### src/rtl/supply_pkg.sv
// package: register map, timing constants and state types of the supply monitor
//
// What this block does
// - enable bit 0 switches monitor on/off
// - bits 4:3 pick one of four trips
// - bit 6 reads live comparator, writes ignored
// - comparator bit 1 above trip, 0 below
// - low comparator sets sticky flag bit 5
// - flag auto-clears after 250 ms high following a low
// - software may write the flag
// - flag clear ignored while any comparator low
// - interrupt only when its enable is set
// - glitch filter keeps spikes from setting flag
package supply_pkg;

	localparam int unsigned ADDR_W    = 12;
	localparam int unsigned DATA_W    = 32;

	// register indexes; byte address is four times the index
	localparam logic [7:0]        CTRL_IDX  = 8'hDF;
	localparam logic [7:0]        EVT_IDX   = 8'hE0;
	localparam logic [7:0]        MASK_IDX  = 8'hE1;
	localparam logic [ADDR_W-1:0] CTRL_ADDR = {2'h0, CTRL_IDX, 2'h0};
	localparam logic [ADDR_W-1:0] EVT_ADDR  = {2'h0, EVT_IDX, 2'h0};
	localparam logic [ADDR_W-1:0] MASK_ADDR = {2'h0, MASK_IDX, 2'h0};

	// control register layout
	localparam int unsigned EN_BIT    = 0;
	localparam int unsigned TRIP_LO   = 3;
	localparam int unsigned TRIP_HI   = 4;
	localparam int unsigned FLAG_BIT  = 5;
	localparam int unsigned CMP_BIT   = 6;
	localparam logic [7:0]  CTRL_RESET = 8'hDE;
	localparam logic [7:0]  RSVD_MASK  = 8'h86;

	// trip select codes: 4.37 V, 3.08 V, 2.93 V, 2.63 V
	localparam logic [1:0] TRIP_4V37 = 2'h0;
	localparam logic [1:0] TRIP_3V08 = 2'h1;
	localparam logic [1:0] TRIP_2V93 = 2'h2;
	localparam logic [1:0] TRIP_2V63 = 2'h3;

	// event status / mask layout
	localparam int unsigned EVT_W     = 2;
	localparam int unsigned EVT_LOW   = 0;
	localparam int unsigned EVT_RECOV = 1;
	localparam logic [EVT_W-1:0] EVT_RESET  = 2'h0;
	localparam logic [EVT_W-1:0] MASK_RESET = 2'h0;

	// timing
	localparam int unsigned CLK_KHZ         = 100000;
	localparam int unsigned HOLD_MS         = 250;
	localparam int unsigned HOLD_CYCLES_DEF = HOLD_MS * CLK_KHZ;
	localparam int unsigned HOLD_W          = 25;
	localparam int unsigned GLITCH_NS       = 1000;
	localparam int unsigned GLITCH_CYCLES   = (GLITCH_NS * CLK_KHZ + 999999) / 1000000;
	localparam int unsigned GLITCH_W        = 7;

	typedef enum logic [1:0] {
		ST_IDLE = 2'h0,
		ST_LOW  = 2'h1,
		ST_HOLD = 2'h3
	} mon_state_t;

	typedef struct packed {
		logic                lvl;
		logic [GLITCH_W-1:0] cnt;
	} filt_t;

	typedef struct packed {
		logic       enable;
		logic [1:0] trip_sel;
	} ana_ctrl_t;

	typedef struct packed {
		logic              en;
		logic [1:0]        trip;
		logic              flag;
		filt_t             dv;
		filt_t             av;
		mon_state_t        st;
		logic [HOLD_W-1:0] hold;
		logic [EVT_W-1:0]  evt;
		logic [EVT_W-1:0]  mask;
		logic              irq;
		logic              pready;
		logic              pslverr;
		logic [DATA_W-1:0] prdata;
	} mon_regs_t;

endpackage

### src/rtl/supply_monitor_flag_logic.sv
// module: apb-controlled supply monitor flag, hold-off timer and interrupt
`timescale 1ns/1ns
module supply_monitor_flag_logic #(
	parameter int unsigned HOLD_CYCLES = supply_pkg::HOLD_CYCLES_DEF // 250 ms hold-off in clocks
) (
	input  wire logic                              pclk,        // apb clock, 100 MHz
	input  wire logic                              presetn,     // async reset, active low
	input  wire logic                              psel,        // apb select
	input  wire logic                              penable,     // apb enable
	input  wire logic                              pwrite,      // apb direction
	input  wire logic [supply_pkg::ADDR_W-1:0]     paddr,       // apb byte address
	input  wire logic [supply_pkg::DATA_W-1:0]     pwdata,      // apb write data
	output logic      [supply_pkg::DATA_W-1:0]     prdata,      // apb read data
	output logic                                   pready,      // apb ready
	output logic                                   pslverr,     // apb error on unmapped address
	input  wire logic                              dvdd_ok_i,   // digital supply comparator, 1 above trip
	input  wire logic                              avdd_ok_i,   // analog supply comparator, 1 above trip
	output supply_pkg::ana_ctrl_t                  ana_ctrl_o,  // enable and trip select to comparator
	output logic                                   low_flag_o,  // sticky low-supply flag
	output logic                                   irq_o        // level interrupt
);

	supply_pkg::mon_regs_t s_q;
	supply_pkg::mon_regs_t s_d;

	function automatic supply_pkg::filt_t filt_step(
		input supply_pkg::filt_t f,
		input logic              raw,
		input logic              en
	);
		supply_pkg::filt_t r;
		r = f;
		if (!en) begin
			r.lvl = 1'b1;
			r.cnt = '0;
		end else if (raw == f.lvl) begin
			r.cnt = '0;
		end else if (f.cnt == supply_pkg::GLITCH_W'(supply_pkg::GLITCH_CYCLES - 1)) begin
			r.lvl = raw;
			r.cnt = '0;
		end else begin
			r.cnt = f.cnt + 1'b1;
		end
		return r;
	endfunction

	function automatic logic [1:0] reg_sel(input logic [supply_pkg::ADDR_W-1:0] a);
		if (a == supply_pkg::CTRL_ADDR) begin
			return 2'h1;
		end else if (a == supply_pkg::EVT_ADDR) begin
			return 2'h2;
		end else if (a == supply_pkg::MASK_ADDR) begin
			return 2'h3;
		end
		return 2'h0;
	endfunction

	logic                          setup;
	logic                          wr;
	logic [1:0]                    sel;
	logic                          low;
	logic                          entry;
	logic                          recov;
	logic [7:0]                    ctrl_rd;
	logic [supply_pkg::DATA_W-1:0] rd_mux;

	assign setup = psel & ~penable;
	assign wr    = psel & penable & s_q.pready & pwrite;
	assign sel   = reg_sel(paddr);
	// both filtered levels count: the analog rail failing also blocks clearing
	assign low   = ~s_q.dv.lvl | ~s_q.av.lvl;

	always_comb begin
		ctrl_rd                             = supply_pkg::CTRL_RESET & supply_pkg::RSVD_MASK;
		ctrl_rd[supply_pkg::EN_BIT]         = s_q.en;
		ctrl_rd[supply_pkg::TRIP_HI:supply_pkg::TRIP_LO] = s_q.trip;
		ctrl_rd[supply_pkg::FLAG_BIT]       = s_q.flag;
		// unfiltered on purpose so software sees the comparator as it is now
		ctrl_rd[supply_pkg::CMP_BIT]        = dvdd_ok_i;
		rd_mux = '0;
		unique case (sel)
			2'h1: rd_mux[7:0] = ctrl_rd;
			2'h2: rd_mux[supply_pkg::EVT_W-1:0] = s_q.evt;
			2'h3: rd_mux[supply_pkg::EVT_W-1:0] = s_q.mask;
			2'h0: rd_mux = '0;
		endcase
	end

	always_comb begin
		s_d         = s_q;
		s_d.pready  = 1'b0;
		s_d.pslverr = 1'b0;
		entry       = 1'b0;
		recov       = 1'b0;

		// zero-wait slave: data and ready set up in the setup cycle
		if (setup) begin
			s_d.pready  = 1'b1;
			s_d.prdata  = rd_mux;
			s_d.pslverr = (sel == 2'h0);
		end

		s_d.dv = filt_step(s_q.dv, dvdd_ok_i, s_q.en);
		s_d.av = filt_step(s_q.av, avdd_ok_i, s_q.en);

		unique case (s_q.st)
			supply_pkg::ST_IDLE: begin
				s_d.hold = '0;
				if (low) begin
					s_d.st = supply_pkg::ST_LOW;
					entry  = 1'b1;
				end
			end
			supply_pkg::ST_LOW: begin
				s_d.hold = '0;
				if (!low) begin
					s_d.st = supply_pkg::ST_HOLD;
				end
			end
			supply_pkg::ST_HOLD: begin
				if (low) begin
					s_d.st   = supply_pkg::ST_LOW;
					s_d.hold = '0;
				end else if (s_q.hold == supply_pkg::HOLD_W'(HOLD_CYCLES - 1)) begin
					s_d.st   = supply_pkg::ST_IDLE;
					s_d.hold = '0;
					s_d.flag = 1'b0;
					recov    = 1'b1;
				end else begin
					s_d.hold = s_q.hold + 1'b1;
				end
			end
			default: begin
				s_d.st   = supply_pkg::ST_IDLE;
				s_d.hold = '0;
			end
		endcase

		// a disabled monitor drops any count in progress but keeps the flag
		if (!s_q.en) begin
			s_d.st   = supply_pkg::ST_IDLE;
			s_d.hold = '0;
		end

		if (wr) begin
			unique case (sel)
				2'h1: begin
					s_d.en   = pwdata[supply_pkg::EN_BIT];
					s_d.trip = pwdata[supply_pkg::TRIP_HI:supply_pkg::TRIP_LO];
					if (pwdata[supply_pkg::FLAG_BIT]) begin
						s_d.flag = 1'b1;
					end else if (!low) begin
						s_d.flag = 1'b0;
					end
				end
				2'h2: s_d.evt  = s_q.evt & ~pwdata[supply_pkg::EVT_W-1:0];
				2'h3: s_d.mask = pwdata[supply_pkg::EVT_W-1:0];
				2'h0: s_d.evt  = s_q.evt;
			endcase
		end

		// hardware sets come last so they win over a same-cycle clear
		if (low) begin
			s_d.flag = 1'b1;
		end
		if (entry) begin
			s_d.evt[supply_pkg::EVT_LOW] = 1'b1;
		end
		if (recov) begin
			s_d.evt[supply_pkg::EVT_RECOV] = 1'b1;
		end

		s_d.irq = |(s_d.evt & s_d.mask);
	end

	always_ff @(posedge pclk or negedge presetn) begin
		if (!presetn) begin
			s_q.en      <= supply_pkg::CTRL_RESET[supply_pkg::EN_BIT];
			s_q.trip    <= supply_pkg::CTRL_RESET[supply_pkg::TRIP_HI:supply_pkg::TRIP_LO];
			s_q.flag    <= supply_pkg::CTRL_RESET[supply_pkg::FLAG_BIT];
			s_q.dv      <= '{lvl: 1'b1, cnt: '0};
			s_q.av      <= '{lvl: 1'b1, cnt: '0};
			s_q.st      <= supply_pkg::ST_IDLE;
			s_q.hold    <= '0;
			s_q.evt     <= supply_pkg::EVT_RESET;
			s_q.mask    <= supply_pkg::MASK_RESET;
			s_q.irq     <= 1'b0;
			s_q.pready  <= 1'b0;
			s_q.pslverr <= 1'b0;
			s_q.prdata  <= '0;
		end else begin
			s_q <= s_d;
		end
	end

	assign prdata     = s_q.prdata;
	assign pready     = s_q.pready;
	assign pslverr    = s_q.pslverr;
	assign ana_ctrl_o = '{enable: s_q.en, trip_sel: s_q.trip};
	assign low_flag_o = s_q.flag;
	assign irq_o      = s_q.irq;

	logic ctrl_wr;
	assign ctrl_wr = wr && (sel == 2'h1);
endmodule // supply_monitor_flag_logic

### config.mk
export PLATFORM = sky130hd
export DESIGN_NAME = supply_monitor_flag_logic
export DESIGN_NICKNAME = d
export VERILOG_FILES = /design/src/rtl/supply_pkg.sv /design/src/rtl/supply_monitor_flag_logic.sv
export SDC_FILE = /design/constraint.sdc
export NUM_CORES = 1
export LEC_CHECK = 0
export BUFFER_PORTS_ARGS = -buffer_cell sky130_fd_sc_hd__buf_4
export CAP_MARGIN = 20
export CELL_PAD_IN_SITES_DETAIL_PLACEMENT = 1
export CELL_PAD_IN_SITES_GLOBAL_PLACEMENT = 1
export CORE_MARGIN = 8
export CORE_UTILIZATION = 40
export DETAILED_ROUTE_END_ITERATION = 8
export GPL_TIMING_DRIVEN = 0
export PLACE_DENSITY_LB_ADDON = 0.1
export SLEW_MARGIN = 0
export SYNTH_ARGS = -nofsm -noshare
export SYNTH_HDL_FRONTEND = slang
export SYNTH_SLANG_ARGS = --single-unit
### constraint.sdc
create_clock -name pclk -period 2.1 [get_ports pclk]
set_input_delay 0.315 -clock pclk [delete_from_list [all_inputs] [get_ports pclk]]
set_output_delay 0.315 -clock pclk [all_outputs]
set_load 0.01 [all_outputs]
# --- Word-level counts from Yosys, hierarchy flattened ---
# Index checks and enable logic that the tools add are counted.
totals:
  ff_bits: 62
  elab_cells: 99
  out_inout_bits: 39
  input_bits: 51
op_classes:
  n_reduce_logical: 7
  eq_ne: 20
  addsub: 3
  n_mux: 43
  n_bitwise: 11
op_table:
  columns: ["cell", "count"]
  rows:
  - ["$pmux W27 S3", 1]
  - ["$mux W27", 2]
  - ["$eq A12 B10 Y1 const B", 3]
  - ["$mux W34", 1]
  - ["$mux W7", 4]
  - ["$add A25 B1 Y25 const B", 1]
  - ["$eq A25 B25 Y1 const B", 1]
  - ["$mux W25", 1]
  - ["$mux W1", 20]
  - ["$mux W2", 9]
  - ["$mux W8", 2]
  - ["$add A7 B1 Y7 const B", 2]
  - ["$eq A7 B7 Y1 const B", 2]
  - ["$pmux W2 S4", 1]
  - ["$eq A2 B2 Y1 const B", 3]
  - ["$mux W6", 1]
  - ["$ne A3 B3 Y1 const B", 2]
  - ["$reduce_and A2 Y1", 3]
  - ["$and A1 B1 Y1", 4]
  - ["$and A2 B2 Y2", 2]
  - ["$eq A2 B1 Y1 const B", 2]
  - ["$logic_not A2 Y1", 2]
  - ["$mux W4", 1]
  - ["$ne A2 B1 Y1 const B", 2]
  - ["other kinds (8)", 12]

# --- Depth between registers and ports, before layout ---
depth:
  ltp_word: 11
  mapped_depth: 6

# --- Worst setup path after synthesis ---
# Ideal clock, no wire load.
synth_path:
  kind: "reg2reg"
  from: "register s_q[54] (netlist bit)"
  to: "register s_q (netlist bit low_flag_o)"
  t_arrival_ns: 1.532
  synth_period_minus_slack_ns: 1.658
  path_stages_with_launch: 6
  slack_ns: 0.442
  setup_time_ns: 0.126
  path_cell_list: "dfrtp_1 nor4_2 nand4_1 nor4_2 nand2_1 a311o_1"
synth_rtl:
  columns: ["item", "line_no", "source"]
  rows:
  - ["start: declaration", "supply_monitor_flag_logic.sv:23", "supply_pkg::mon_regs_t s_q;"]

==> reports/metrics.csv <==
stage,metric,value,unit
status,outcome,"complete, no violations",
die,rows,32,
detailed_routing,viasPerCell,4.75,
clock_tree,cts_resized,0,
timing,tightest_slew,0.782,ns
synth,synth_flop_cell,dfrtp_1,
synth,avgSynthCellArea,10.5,µm²
setup_path,critPathTopFamily,simple AND/OR/NAND/NOR gates,
synth,synthSimpleGateAreaFrac,0.239,
setup_path,critPathBufInv,0,
global_routing,grt_pass1_wl,12300,µm
synth,synth_top_family_by_area,simple AND/OR/NAND/NOR gates,
detailed_routing,met1_length,3190,µm
global_routing,antenna_found_initial,0,
layout,finalNetCount,430,
synth,async_flop_share,1.00,
global_routing,grt_max_degree,62,
synth,syn_inst,304,
clock_tree,cts.clk_slew.worst_paths,0.07,ns
die,start_util,0.412,
setup_path,critPathArrivalTime,2.11,ns
pwr,p_leak,0.00182,µW
layout,area_growth,22.1,%
synth,yosysTopAreaCellShare,0.448,
detailed_routing,antenna_left,0,
layout,n_fill_cell,905,
synth,synth_fa_ha_area_frac,0.0118,
synth,synth_edf_count,0,
timing,period_minus_slack,1.89,ns
setup_path,r2r_end,low_flag_o,
die,die_w,105,µm
placed_design,gp_congestion,0.763,
global_routing,grt_use_total,0.136,
pwr,ir_drop,0.000452,V
detailed_routing,wl_met3,252,µm
setup_path,critPathMaxStageDelay,0.46,ns
detailed_routing,drt_iter0_markers,28,
timing,rsz0062_at_grt,false,
timing,layout_setup_ws,0.213,ns
layout,diodes,0,
clock_tree,cts-hold-fix-buffers,0,
timing,maxSlewViolCount,0,
pwr,power_density,624,nW/µm²
setup_path,cp_max_fo,5,
timing,fin_skew,0.00897,ns
setup_path,critPathSlowestCell,dfrtp_1,
synth,syn_area,3190,µm²
setup_path,critical_path_class,reg2reg,
timing,max_clock_freq,0.530,GHz
layout,drive_gt1_frac,0.297,
die,dieArea,11100,µm²
placed_design,hpwl,5230,µm
synth,yosys_warnings,0,
setup_path,crit_required,2.32,ns
hold_path,hp-class,in2async,
clock_tree,cts_made_buffers,9,
global_routing,grt_pass1_vias,2435,
clock_tree,h-tree-depth,3,
synth,yosysSeqAreaShare,0.481,
timing,finalSetupViolCount,0,
placed_design,port_buffers,38,
synth,synth-xor-area-share,0.0962,
setup_path,worstSetupEndpointType,flip-flop,
setup_path,regToRegSetupSlack,0.21,ns
setup_path,crit_path_frequent_cell,nor4_2,
timing,relSlewSlack,0.479,
synth,ys_seq_elements,61,
detailed_routing,vias,2294,
placed_design,post-place-ws,0.186,ns
synth,yosys.area.top_type,dfrtp_1,
synth,synth_cell_types,42,
die,die_h,105,µm
synth,synth.area.mux_share,0.0322,
clock_tree,clockRootBuffer,clkbuf_8,
clock_tree,cts_tree,done,
detailed_routing,first_pass_iters,4,
die,ios,90,
detailed_routing,drc_errors,0,
clock_tree,cts.sinks,61,
detailed_routing,dr_wl_met2,3540,µm
setup_path,ff2ff_path_depth,5,
clock_tree,worstSkewPairLatency,0.34,ns
global_routing,grt_overflow,0,
setup_path,path_cells,"nor4_2, nand4_1, nor4_2, nand2_1, a311o_1",
detailed_routing,wl_per_cell,14.6,µm
synth,yosys-top-cells-area,"dfrtp_1, buf_4, xnor2_1",
detailed_routing,wl,7070,µm
timing,hold_viol_final,0,
die,core-area,7730,µm²
synth,synth_compound_area_frac,0.0385,
detailed_routing,top_layer_used,met4,
timing,period_share,0.899,
clock_tree,clockBufferDepth,2,
setup_path,r2r-start,s_q[54],
timing,tns,0,ns
run,maxCapViolCount,0,
clock_tree,post-cts-setup-buffers,0,
setup_path,startpoint_type,flip-flop,
-- cells in the mapped netlist (all sizes together) (2+ instances only) --
cell type	instances
nor3	3
and3	11
nor4b	2
nor2	47
and2	2
nor4	11
o31ai	2
nand3	18
nand4b	3
dfrtp	57
dfstp	4
inv	6
buf	37
o21ai	2
xnor2	21
ha	3
xor2	14
mux2	7
a22o	7
nand2b	2
and4	5
clkbuf	3
mux2i	2
nand4	8
nand2	17
-- sequential cells by signal, indices dropped and copies added, names as in the netlist --
signal	flops
s_q	47
ana_ctrl_o	3
irq_o	1
pslverr	1
low_flag_o	1
prdata	7
pready	1
-- stage by stage --
stage / instance area (µm²) / power [µW] / cells / hold slack, ns / utilization
finish: 3890 / 2430 / 483 / 0.0445 / 0.504
global route: 3890 / 2530 / 483 / 0.0920 / 0.504
CTS: 3890 / 2470 / 483 / 0.0736 / 0.504
detailed placement: 3690 / 1340 / 467 / 0.445 / 0.477
global placement: 3690 / 1330 / 467 / 0.440 / 0.477
floorplan: 3270 / 1270 / 327 / 0.0194 / -
-- final cells by class --
cell class                 count  area (µm²)  area share
tap                          102         128      0.0328
inverter                       6        22.5     0.00579
clock inverter                 5        75.1      0.0193
buffer                        40         297      0.0762
sequential                    61        1530       0.393
clock buffer                  11         131      0.0338
multi-input combinational    220        1420       0.365
timing repair buffer          38         285      0.0733
-- how the worst max path moves through the flow --
stage	cells past startpoint	endpoint	slack [ns]	from
after floorplan	5	low_flag_o	0.44	s_q[54]
after global placement	5	low_flag_o	0.19	s_q[54]
after detailed placement	5	low_flag_o	0.19	s_q[54]
after CTS	5	low_flag_o	0.18	s_q[54]
after global routing	5	s_q[58]	0.04	s_q[50]
final	5	low_flag_o	0.21	s_q[54]
-- cells in the final DEF, fill, tap and decap left out, drive strengths merged --
| cell type | count |
|---|---|
| a21o | 1 |
| a21oi | 1 |
| a22o | 7 |
| a22oi | 1 |
| a311o | 1 |
| a31oi | 1 |
| and2 | 2 |
| and3 | 11 |
| and3b | 1 |
| and4 | 5 |
| buf | 75 |
| bufinv | 2 |
| clkbuf | 14 |
| clkinv | 3 |
| conb | 24 |
| dfrtp | 57 |
| dfstp | 4 |
| ha | 3 |
| inv | 6 |
| mux2 | 7 |
| mux2i | 2 |
| nand2 | 17 |
| nand2b | 2 |
| nand3 | 18 |
| nand3b | 1 |
| nand4 | 8 |
| nand4b | 3 |
| nor2 | 47 |
| nor3 | 3 |
| nor4 | 11 |
| nor4b | 2 |
| o21ai | 2 |
| o31ai | 2 |
| or2 | 1 |
| or3 | 1 |
| xnor2 | 21 |
| xor2 | 14 |
-- layer usage --
| metal | global-route usage | up-vias |
|---|---|---|
| li1 | - | 1132 |
| met1 | 0.164 | 1125 |
| met2 | 0.226 | 30 |
| met3 | 0.0445 | 7 |
| met4 | 0.0398 | 0 |
| met5 | 0 | - |
-- report_power, final --
part	switching (µW)	leakage, µW	internal (µW)
sequential	0.745	0.000836	1180
clock	451	0.000107	663
combinational	71.7	0.000881	64.2
-- logic make-up (layout without fill, tap and decap cells) --
group           Yosys count  count (layout)
simple gates            133             133
flops                    61              61
buf+inv                  46             100
xor+xnor                 35              35
compound gates           16              16
mux                       9               9
fa+ha+maj                 3               3
other cells               1              24
(Power assumes the default switching activity.)
